### src/rtl/rstc_pkg.sv
// What this block does
// - Active-mode watchdog timeout: full reset, timeout flag
// - Sleep watchdog timeout clears only PC and SP
// - Clear, halt or bad enable write clear watchdog
// - Watchdog period spans 2^8 to 2^18 slow ticks
// - Power-on reset starts program at address zero
// - Power-on sets port data and direction ones
// - Qualified supply-low gives full reset, sets flag
// - Short supply-low dips are ignored entirely
// - Low-voltage detection off in sleep or idle
// - Low-voltage flag bit 2, software clears only
// - Cause register bits 7..3 and 1 read zero
// - Writing 55h to flash control resets device
// - Timeout and power-down flags follow reset cause
// - Power-on disables interrupts, restarts watchdog, timers off
// - Bad enable field resets after delay, sets flag
// - Period select codes pick the eight dividers
// - Soft reset flag bit 0, software clears only
// - Halt sets power-down; clear or power-up clears
package rstc_pkg;
	// Clock rate and times
	localparam int unsigned CLK_MHZ = 20;
	localparam int unsigned LV_QUALIFY_NS = 120000;
	localparam int unsigned LV_QUALIFY_CYCLES = (LV_QUALIFY_NS * CLK_MHZ + 999) / 1000;
	localparam int unsigned SOFT_RESET_CYCLES = 16;
	localparam int unsigned RESET_PULSE_CYCLES = 4;
	// Register offsets
	localparam logic [7:0] OFS_WDT_CTRL = 8'h00;
	localparam logic [7:0] OFS_CAUSE = 8'h04;
	localparam logic [7:0] OFS_STATUS = 8'h08;
	localparam logic [7:0] OFS_FLASH1 = 8'h0C;
	// Values after reset and keys
	localparam logic [7:0] WDT_CTRL_RESET = 8'h53;
	localparam logic [7:0] FLASH1_RESET = 8'h00;
	localparam logic [4:0] WDT_EN_A = 5'h0A;
	localparam logic [4:0] WDT_EN_B = 5'h15;
	localparam logic [7:0] FLASH_RESET_KEY = 8'h55;
	// Field positions
	localparam int LV_FLAG_BIT = 2;
	localparam int SOFT_FLAG_BIT = 0;
	localparam int TIMEOUT_BIT = 0;
	localparam int PDOWN_BIT = 1;
	localparam int WS_MSB = 2;
	localparam int WE_LSB = 3;
	// Reset cause codes
	typedef enum logic [2:0] {
		CAUSE_POWER_ON = 3'h0,
		CAUSE_LOW_VOLTAGE = 3'h1,
		CAUSE_WDT_ACTIVE = 3'h2,
		CAUSE_WDT_SLEEP = 3'h3,
		CAUSE_WDT_FIELD = 3'h4,
		CAUSE_FLASH_KEY = 3'h5
	} cause_t;
	// Sequencer states
	typedef enum logic [2:0] {
		PH_RUN = 3'b001,
		PH_SOFT = 3'b010,
		PH_RESET = 3'b100
	} phase_t;
	// APB request from the master
	typedef struct packed {
		logic psel;
		logic penable;
		logic pwrite;
		logic [7:0] paddr;
		logic [31:0] pwdata;
	} apb_req_t;
	// Core events, same clock
	typedef struct packed {
		logic clear_wdt;
		logic halt;
		logic low_power;
	} cpu_event_t;
	// Reset outputs to the core
	typedef struct packed {
		logic full;
		logic core_clear;
		cause_t cause;
	} reset_out_t;
endpackage

### src/rtl/lv_qualifier.sv
`timescale 1ns/1ps
// Qualifies the supply-low pin over a run of clock cycles
module lv_qualifier import rstc_pkg::*; #(
	parameter int unsigned QUALIFY_CYCLES = LV_QUALIFY_CYCLES
) (
	input wire logic pclk,
	input wire logic presetn,
	input wire logic supply_low_pin,
	input wire logic hold_off,
	output logic lv_fire_q
);
	localparam int CW = $clog2(QUALIFY_CYCLES + 1);

	// ****************************************
	// State
	// ****************************************
	typedef struct packed {
		logic s1;
		logic s2;
		logic [CW-1:0] cnt;
		logic fire;
	} lvq_t;

	lvq_t q; // Registered state
	lvq_t d; // Next state

	// Counter must be able to count a run
	if (QUALIFY_CYCLES < 2) begin : g_bad_cycles
		$error("lv_qualifier: QUALIFY_CYCLES below 2");
	end

	// Count while the synchronised supply-low level stays high
	always_comb begin
		d = q;
		d.s1 = supply_low_pin;
		d.s2 = q.s1;
		d.fire = 1'b0;
		if (!q.s2 || hold_off) begin
			d.cnt = '0;
		end else if (q.cnt == CW'(QUALIFY_CYCLES - 1)) begin
			d.fire = 1'b1;
			d.cnt = '0;
		end else begin
			d.cnt = q.cnt + 1'b1;
		end
	end

	// State register
	always_ff @(posedge pclk or negedge presetn) begin
		if (!presetn) begin
			q <= '0;
		end else begin
			q <= d;
		end
	end

	assign lv_fire_q = q.fire;
endmodule

### src/rtl/reset_ctrl.sv
`timescale 1ns/1ps
// Reset source merger, watchdog and reset-cause flags
module reset_ctrl import rstc_pkg::*; #(
	parameter int unsigned LV_CYCLES = LV_QUALIFY_CYCLES,
	parameter int unsigned SOFT_CYCLES = SOFT_RESET_CYCLES,
	parameter int unsigned PULSE_CYCLES = RESET_PULSE_CYCLES
) (
	input wire logic pclk,
	input wire logic presetn,
	input wire apb_req_t apb_in,
	output logic [31:0] prdata,
	output logic pready,
	output logic pslverr,
	input wire cpu_event_t cpu_in,
	input wire logic slow_clk_pin,
	input wire logic supply_low_pin,
	output reset_out_t reset_out
);
	// ****************************************
	// Parameter checks
	// ****************************************
	if (SOFT_CYCLES < 1 || SOFT_CYCLES > 256) begin : g_bad_soft
		$error("reset_ctrl: SOFT_CYCLES out of 1..256");
	end
	if (PULSE_CYCLES < 1 || PULSE_CYCLES > 256) begin : g_bad_pulse
		$error("reset_ctrl: PULSE_CYCLES out of 1..256");
	end

	// ****************************************
	// State
	// ****************************************
	typedef struct packed {
		phase_t phase;
		cause_t cause;
		logic [7:0] wdt_ctrl;
		logic [7:0] flash1;
		logic lv_flag;
		logic soft_flag;
		logic to;
		logic pd_flag;
		logic [17:0] wdt_cnt;
		logic [7:0] dly;
		logic l1;
		logic l2;
		logic l3;
		logic pready;
		logic pslverr;
		logic [31:0] prdata;
		logic sys_reset;
		logic core_clear;
	} st_t;

	// Power-on state: reset pulse starts at release
	localparam st_t ST_INIT = '{
		phase: PH_RESET,
		cause: CAUSE_POWER_ON,
		wdt_ctrl: WDT_CTRL_RESET,
		flash1: FLASH1_RESET,
		lv_flag: 1'b0,
		soft_flag: 1'b0,
		to: 1'b0,
		pd_flag: 1'b0,
		wdt_cnt: 18'h0_0000,
		dly: 8'(PULSE_CYCLES - 1),
		l1: 1'b0,
		l2: 1'b0,
		l3: 1'b0,
		pready: 1'b0,
		pslverr: 1'b0,
		prdata: 32'h0000_0000,
		sys_reset: 1'b1,
		core_clear: 1'b0
	};

	st_t q; // Registered state
	st_t d; // Next state
	logic lv_fire; // Qualified supply-low pulse
	logic acc; // APB access phase
	logic wr; // Write takes effect
	logic tick; // Slow clock rising edge
	logic wdt_to; // Watchdog overflow
	logic live; // Sources accepted
	logic ev_wdt_act; // Timeout while running
	logic ev_wdt_slp; // Timeout while asleep
	logic ev_lv; // Low-voltage reset
	logic ev_key; // Flash control reset key
	logic ev_field; // Enable field delay expired
	logic ev_bad_wr; // Bad enable value written
	logic start_full; // Full reset begins
	logic [7:0] rd; // Read data byte

	// ****************************************
	// Functions
	// ****************************************
	// Enable field holds one of the two run codes
	function automatic logic en_ok(input logic [4:0] f);
		en_ok = (f == WDT_EN_A) || (f == WDT_EN_B);
	endfunction

	// Terminal count for each period code
	function automatic logic [17:0] wdt_mask(input logic [2:0] sel);
		unique case (sel)
			3'h0: wdt_mask = 18'h0_00FF;
			3'h1: wdt_mask = 18'h0_03FF;
			3'h2: wdt_mask = 18'h0_0FFF;
			3'h3: wdt_mask = 18'h0_3FFF;
			3'h4: wdt_mask = 18'h0_7FFF;
			3'h5: wdt_mask = 18'h0_FFFF;
			3'h6: wdt_mask = 18'h1_FFFF;
			3'h7: wdt_mask = 18'h3_FFFF;
		endcase
	endfunction

	// Word address decode
	function automatic logic hit(input logic [7:0] a, input logic [7:0] ofs);
		hit = (a[7:2] == ofs[7:2]);
	endfunction

	// ****************************************
	// Supply-low qualifier
	// ****************************************
	lv_qualifier #(
		.QUALIFY_CYCLES(LV_CYCLES)
	) lv_qualifier_i (
		.pclk(pclk),
		.presetn(presetn),
		.supply_low_pin(supply_low_pin),
		.hold_off(cpu_in.low_power || q.sys_reset),
		.lv_fire_q(lv_fire)
	);

	// ****************************************
	// Next state
	// ****************************************
	always_comb begin
		// Events
		acc = apb_in.psel && apb_in.penable;
		wr = acc && q.pready && apb_in.pwrite && !q.pslverr;
		tick = q.l2 && !q.l3;
		wdt_to = tick && (q.wdt_cnt >= wdt_mask(q.wdt_ctrl[WS_MSB:0]));
		live = (q.phase != PH_RESET);
		ev_wdt_act = live && wdt_to && !cpu_in.low_power;
		ev_wdt_slp = live && wdt_to && cpu_in.low_power;
		ev_lv = live && lv_fire;
		ev_key = live && wr && hit(apb_in.paddr, OFS_FLASH1)
			&& (apb_in.pwdata[7:0] == FLASH_RESET_KEY);
		ev_bad_wr = wr && hit(apb_in.paddr, OFS_WDT_CTRL)
			&& !en_ok(apb_in.pwdata[7:WE_LSB]);
		ev_field = (q.phase == PH_SOFT) && (q.dly == 8'h00);
		start_full = ev_lv || ev_field || ev_key || ev_wdt_act;
		d = q;
		d.core_clear = 1'b0;

		// Slow clock synchroniser and edge detect
		d.l1 = slow_clk_pin;
		d.l2 = q.l1;
		d.l3 = q.l2;

		// Read mux
		rd = 8'h00;
		if (hit(apb_in.paddr, OFS_WDT_CTRL)) begin
			rd = q.wdt_ctrl;
		end else if (hit(apb_in.paddr, OFS_CAUSE)) begin
			rd[LV_FLAG_BIT] = q.lv_flag;
			rd[SOFT_FLAG_BIT] = q.soft_flag;
		end else if (hit(apb_in.paddr, OFS_STATUS)) begin
			rd[TIMEOUT_BIT] = q.to;
			rd[PDOWN_BIT] = q.pd_flag;
		end else if (hit(apb_in.paddr, OFS_FLASH1)) begin
			rd = q.flash1;
		end

		// APB slave: one wait cycle, then ready
		d.pready = acc && !q.pready;
		d.pslverr = 1'b0;
		if (acc && !q.pready) begin
			d.pslverr = !(hit(apb_in.paddr, OFS_WDT_CTRL) || hit(apb_in.paddr, OFS_CAUSE)
				|| hit(apb_in.paddr, OFS_STATUS) || hit(apb_in.paddr, OFS_FLASH1));
			if (!apb_in.pwrite) begin
				d.prdata = {24'h00_0000, rd};
			end
		end

		// Register writes
		if (wr) begin
			if (hit(apb_in.paddr, OFS_WDT_CTRL)) begin
				d.wdt_ctrl = apb_in.pwdata[7:0];
			end
			if (hit(apb_in.paddr, OFS_CAUSE)) begin
				// Writing zero clears; writing one keeps
				d.lv_flag = q.lv_flag && apb_in.pwdata[LV_FLAG_BIT];
				d.soft_flag = q.soft_flag && apb_in.pwdata[SOFT_FLAG_BIT];
			end
			if (hit(apb_in.paddr, OFS_FLASH1)) begin
				d.flash1 = apb_in.pwdata[7:0];
			end
		end

		// Watchdog counter
		if (cpu_in.clear_wdt || cpu_in.halt || ev_bad_wr || wdt_to) begin
			d.wdt_cnt = 18'h0_0000;
		end else if (tick) begin
			d.wdt_cnt = q.wdt_cnt + 18'h0_0001;
		end

		// Core instruction effects on status flags
		if (live && cpu_in.halt) begin
			d.pd_flag = 1'b1;
			d.to = 1'b0;
		end else if (live && cpu_in.clear_wdt) begin
			d.pd_flag = 1'b0;
		end

		// Sleep timeout: wake, clear PC and SP only
		if (ev_wdt_slp) begin
			d.to = 1'b1;
			d.pd_flag = 1'b1;
			d.core_clear = 1'b1;
			d.cause = CAUSE_WDT_SLEEP;
		end

		// Sequencer
		unique case (q.phase)
			PH_RUN: begin
				// Any bad enable code, written or upset, arms the delay
				if (!en_ok(q.wdt_ctrl[7:WE_LSB])) begin
					d.phase = PH_SOFT;
					d.dly = 8'(SOFT_CYCLES - 1);
				end
			end
			PH_SOFT: begin
				if (q.dly != 8'h00) begin
					d.dly = q.dly - 8'h01;
				end
			end
			PH_RESET: begin
				if (q.dly == 8'h00) begin
					d.phase = PH_RUN;
					d.sys_reset = 1'b0;
				end else begin
					d.dly = q.dly - 8'h01;
				end
			end
			default: begin
				d.phase = PH_RESET;
				d.dly = 8'(PULSE_CYCLES - 1);
				d.sys_reset = 1'b1;
			end
		endcase

		// Full reset entry, low voltage first
		if (start_full) begin
			d.phase = PH_RESET;
			d.dly = 8'(PULSE_CYCLES - 1);
			d.sys_reset = 1'b1;
			d.wdt_ctrl = WDT_CTRL_RESET;
			d.flash1 = FLASH1_RESET;
			d.wdt_cnt = 18'h0_0000;
			d.core_clear = 1'b0;
			if (ev_lv) begin
				d.cause = CAUSE_LOW_VOLTAGE;
				d.lv_flag = 1'b1;
				d.to = q.to;
				d.pd_flag = q.pd_flag;
			end else if (ev_field) begin
				d.cause = CAUSE_WDT_FIELD;
				d.soft_flag = 1'b1;
			end else if (ev_key) begin
				d.cause = CAUSE_FLASH_KEY;
			end else begin
				d.cause = CAUSE_WDT_ACTIVE;
				d.to = 1'b1;
				d.pd_flag = q.pd_flag;
			end
		end
	end

	// ****************************************
	// State register
	// ****************************************
	// Power-on clears both status flags and starts the pulse
	always_ff @(posedge pclk or negedge presetn) begin
		if (!presetn) begin
			q <= ST_INIT;
		end else begin
			q <= d;
		end
	end

	// ****************************************
	// Outputs
	// ****************************************
	assign prdata = q.prdata;
	assign pready = q.pready;
	assign pslverr = q.pslverr;
	assign reset_out = '{full: q.sys_reset, core_clear: q.core_clear, cause: q.cause};
endmodule

### config.mk
export PLATFORM = sky130hd
export DESIGN_NAME = reset_ctrl
export DESIGN_NICKNAME = d
export VERILOG_FILES = /design/src/rtl/rstc_pkg.sv /design/src/rtl/lv_qualifier.sv /design/src/rtl/reset_ctrl.sv
export SDC_FILE = /design/constraint.sdc
export NUM_CORES = 1
export LEC_CHECK = 0
export ABC_AREA = 0
export CAP_MARGIN = 30
export CORE_UTILIZATION = 55
export CTS_CLUSTER_SIZE = 40
export DETAILED_ROUTE_END_ITERATION = 8
export DONT_BUFFER_PORTS = 1
export PLACE_DENSITY = 0.74
export SLEW_MARGIN = 20
export SYNTH_ARGS = -nofsm -noshare
export SYNTH_HDL_FRONTEND = slang
export SYNTH_SLANG_ARGS = --single-unit
### constraint.sdc
create_clock -name pclk -period 3.5 [get_ports pclk]
set_input_delay 0.7 -clock pclk [delete_from_list [all_inputs] [get_ports pclk]]
set_output_delay 0.7 -clock pclk [all_outputs]
set_load 0.02 [all_outputs]
[Word level (Yosys, flattened, before mapping)]
Memories as Yosys holds them, arrays and structs flattened.
Cells that the tools add are included.
Word-level totals
  ROM bits: 80
  register bits: 82
  memories: 1
  output and inout bits: 39
Memories
  (name not given): depth 8, bits a word 10, rd ports 1, clocked after memory_dff 0, wr ports 0, RTL line reset_ctrl.sv:102  | unique case (sel)
Cells by class
  equal/unequal tests: 21
  reduce and logical (&&, ||, !) cells: 57
  bitwise gates (word level): 1
  magnitude comparators: 1
  mux-type cells: 46
  $add $sub $neg: 3
Operators by type and width (count)
  2-to-1 mux 8 bit: 8
  2-to-1 mux 18 bit: 3
  2-to-1 mux 52 bit: 1
  2-to-1 mux 33 bit: 1
  2-to-1 mux 12 bit: 2
  case mux 8 bit (3 select lines): 1
  logical AND 1 bit: 21
  adder 18 x 1 -> 18 bit (second input constant): 1
  greater-or-equal comparator 18 bit: 1
  2-to-1 mux 3 bit: 6
  inequality test 3 bit (second input constant): 5
  2-to-1 mux 2 bit: 7
  logical OR 1 bit: 13
  2-to-1 mux 1 bit: 13
  adder 12 x 1 -> 12 bit (second input constant): 1
  equality test 12 bit (second input constant): 1
  equality test 6 x 2 -> 1 bit (second input constant): 2
  equality test 5 x 4 -> 1 bit (second input constant): 2
  equality test 5 bit (second input constant): 2
  AND reduction 2 bit: 5
  case mux 3 bit (3 select lines): 1
  equality test 8 x 7 -> 1 bit (second input constant): 1
  zero test 8 bit: 1
  nonzero test 2 bit: 4
  18 further kinds: 26

[Depth between registers and ports, before layout]
  word-level depth: 11
  mapped depth: 11
  mapped depth without buffers: 10

[By module]
A second synthesis with hierarchy kept.
Unflattened totals
  cells, all modules: 464
  area, all modules: 4670.7 um^2
Modules (own cells, without submodules)
  reset_ctrl: times used 1, seq. area each 1686.6 um^2, area an instance 3918.8 um^2, cells each 399
  lv_qualifier: times used 1, seq. area each 375.4 um^2, area an instance 752.0 um^2, cells each 65

[Worst setup path after synthesis]
Ideal clock, no wire load.
  path kind: reg-to-reg
  from: register q[79] (netlist name)
  to: register q[40] (netlist name)
  stages on the path, launching flop included: 11
  required time: 3415 ps
  clock period less this slack: 2881 ps
  library setup time: 85 ps
  data arrival time: 2796 ps
  path slack: 619 ps
  path through: dfrtp_1 > or2_2 > nor2_1 > ha_1 > a21oi_1 > o41ai_1 > a222oi_1 > a21oi_2 > o31a_4 > nor2_8 > mux2_1
On the way
  longest elaborated chain between the ends: 8
RTL lines
  from (decl): RTL line reset_ctrl.sv:75  | st_t q;
  from (signal assigned): RTL line reset_ctrl.sv:284  | q <= ST_INIT;
  from (signal assigned): RTL line reset_ctrl.sv:286  | q <= d;
  memory read (8 x 10 bit) *
  greater-or-equal comparator 18 bit *: RTL line reset_ctrl.sv:140  | wdt_to = tick && (q.wdt_cnt >= wdt_mask(q.wdt_ctrl[WS_MSB:0]));
  logical AND 1 bit *: RTL line reset_ctrl.sv:140
  logical AND 1 bit * (2 in series): RTL line reset_ctrl.sv:142  | ev_wdt_act = live && wdt_to && !cpu_in.low_power;
  logical OR 1 bit *: RTL line reset_ctrl.sv:150  | start_full = ev_lv || ev_field || ev_key || ev_wdt_act;
  inequality test 3 bit (no line) / inequality test 3 x 2 -> 1 bit (equally long branches)
  AND reduction 3 bit (no line)
Mark *: on every way between the ends. The rest lies on a longest branch, timed or not.
A chain may end at the register's enable or synchronous reset.

[Worst setup path in the final report]
  from: register q[78] (netlist name)
  to: register q[40] (netlist name)
Same word-level chain as after synthesis.

==> impl_metrics.toml <==
[sta]
setup_viol = 0
skew_ps = 13.9
fmax_ghz = 0.323
relSlewSlack_pct = 62.1
rsz0062_at_grt = "false"
setup_tns_ps = 0
worst_pin_slew_ps = 569
period_share_pct = 88.6
final_hold_viol_count = 0
slew_violations = 0
min_period_ps = 3100

[drt]
wl_met3_um = 391
avgViaCountPerCell = 5.71
top_layer_used = "met4"
drt_first_pass_iters = 6
wl_per_cell_um = 15.6
num_vias = 3278
drcViolationCount = 0
wl_met2_mm = 4.40
drt_wl_total_mm = 8.95
drtIter0Drc = 179
ant_nets = 0
drt-met1-wl_mm = 4.06

[placed_design]
gp_congestion = 0.804
hpwl_mm = 6.41
port-buffer-count = 0
place_inst = 557

[global_route]
antenna_found_initial = 0
track_usage_pct = 22.4
grt_pass1_wl_mm = 14.9
grt_pass1_vias = 3135
grt_max_degree = 83
grt-ovfl-total = 0

[synthesis]
syn_avg_cell_area_um2 = 9.53
synth_top_area_share_pct = 41.0
synthArstFlopShare_pct = 100
ys_ff_latch = 82
yosysTopAreaCell = "dfrtp_1"
syn-cell-area_um2 = 4520
ys.flop_type = "dfrtp_1"
synth_edf_count = 0
yosysSeqAreaShare_pct = 45.6
syn_inst = 474
netlist_top_cells_area = "dfrtp_1 (41%), buf_4 (6.3%), nor2_1 (5.1%), dfstp_2 (4.7%), mux2i_1 (3.5%)"
synth_warnings = 0
ys_types = 66

[power_and_ir_drop]
power_density_nw_per_um2 = 508
ir_worst_vdd_v = 0.000388
power_uw = 2380
leakage_uw = 0.00201

[layout]
antennaDiodeCount = 0
final_cell_mix = "dfrtp_1 (74), nor2_1 (61), nand2_1 (42), conb_1 (24), inv_1 (20)"
synthToLayoutAreaGrowth_pct = 3.54
fin_nets = 526
final_cell_count_no_fill = 574
final_core_utilization_pct = 59.6
drive_above_1_share_pct = 11.2
mostFrequentLayoutCell = "dfrtp_1"

[critical_path]
critPathMaxFanout = 8
crit_type = "reg2reg"
start_kind = "register"
cp_data_required_time_ps = 3780
cp.arrival_ps = 3380
setup.worst_path.end_class = "register"

[clock_network]
clockRootBuffer = "clkbuf_8"
cts_tree = "built"
cts.reportedPaths.clkPinSlew_ps = 90
numCtsBuffers = 9
htree_num_levels = 3
clock_latency_ps = 370
clk_path_buf_depth = 2
cts_sinks = 82
post_cts_buffers = 0

[status]
outcome = "complete, no violations"

[floorplanning]
core-area_um2 = 7850
row_count = 32
ios = 89
dieWidth_um = 92.6
die_y_um = 92.6
start_util_pct = 57.6
die_area_um2 = 8580

[flow_run]
cap_violations = 0

[min_path]
hold_class = "in2async"
cell usage after synthesis, types with 2 or more instances:
cell type	number
and4_1	2
or3b_2	2
xnor2_1	8
ha_1	9
o21ai_0	17
nand2b_1	6
dfrtp_1	74
clkbuf_1	6
a31oi_1	5
a211o_1	4
nor4b_1	2
o2bb2ai_1	2
nor2_1	61
nor3_1	14
nand3b_1	3
nand4_1	10
a22oi_1	6
nand3_1	16
nor4_1	3
or2_2	4
nand2_1	42
buf_2	5
xor2_1	12
o41ai_1	2
o22ai_1	6
buf_4	38
dfstp_2	8
a21oi_1	17
or2_1	3
or3_1	3
o31a_1	2
nand4b_1	2
inv_1	20
and2_1	2
nor3_2	2
a21o_1	2
and3_1	10
mux2i_1	16
repair_timing:
| item | 4_1_cts | 5_1_grt |
|---|---|---|
| hold buffers | 0 | 1 |
| gates resized for setup | 0 | 0 |
| endpoints found under the hold margin | 0 | 8 |
| setup endpoints to repair | 0 | 0 |
where the power goes:
group | internal (uW) | leakage [uW] | switching (uW)
sequential | 1040 | 0.00107 | 101
clock | 402 | 0.000113 | 354
combinational | 201 | 0.000824 | 277
path summary, 6_finish.rpt:
path	from	endpoint	slack, ps	depth (start not counted)
max	q[78]	q[40]	400	11
min	presetn	q[50]	30	0
max reg2reg	q[78]	q[40]	400	11
min reg2reg	d[37]	d[36]	350	0
max in group asynchronous	presetn	q[61]	2550	1
min in group pclk	d[37]	d[36]	350	0
sequential cells by signal (all words and copies together) (netlist names), 2 cells and up:
name,count
q,50
d,2
lv_qualifier_i.q,13
prdata,8
reset_out,5
metal layers:
layer / vias to the layer above / GRT usage, %
met5: - / 0
met4: 0 / 6.41
met3: 11 / 5.91
met2: 67 / 37.7
met1: 1608 / 28.4
li1: 1592 / -
per-stage QoR:
| step | hold slack [ps] | setup WS (ps) | cell area, um^2 |
|---|---|---|---|
| 2_1_floorplan | 331 | 619 | 4600 |
| 3_3_place_gp | 336 | 498 | 4450 |
| 3_5_place_dp | 337 | 413 | 4450 |
| 4_1_cts | 4.58 | 365 | 4670 |
| 5_1_grt | 0.703 | 287 | 4680 |
| 6_report | 30.9 | 400 | 4680 |
final cells by class:
class                           count  area (um^2)
Sequential cell                    82         2060
Fill cell                         677         3170
Multi-Input combinational cell    346         2130
Clock inverter                      7         92.6
Tap cell                          102          128
Timing Repair Buffer                8         62.6
Inverter                           20         75.1
Clock buffer                        9          124
worst max-delay path: stages (launching register included):
cell	delay, ps
dfstp_2	410
or2_2	320
nor2_1	160
ha_1	270
a21oi_1	170
o41ai_1	110
a222oi_1	360
buf_4	200
a21oi_2	120
o31a_4	390
nor2_8	150
mux2_1	340
logic make-up (layout without fill, tap and decap cells):
group	Yosys count	after routing	synth area share (%)
xor+xnor	20	20	3.88
simple gates	197	197	22.7
buf+inv	69	44	9.03
compound gates	77	77	11.7
fa+ha+maj	9	9	2.49
flops	82	82	45.6
mux	19	19	4.54
other cells	1	24	0.0830
Power figures use the tool's default switching activity.
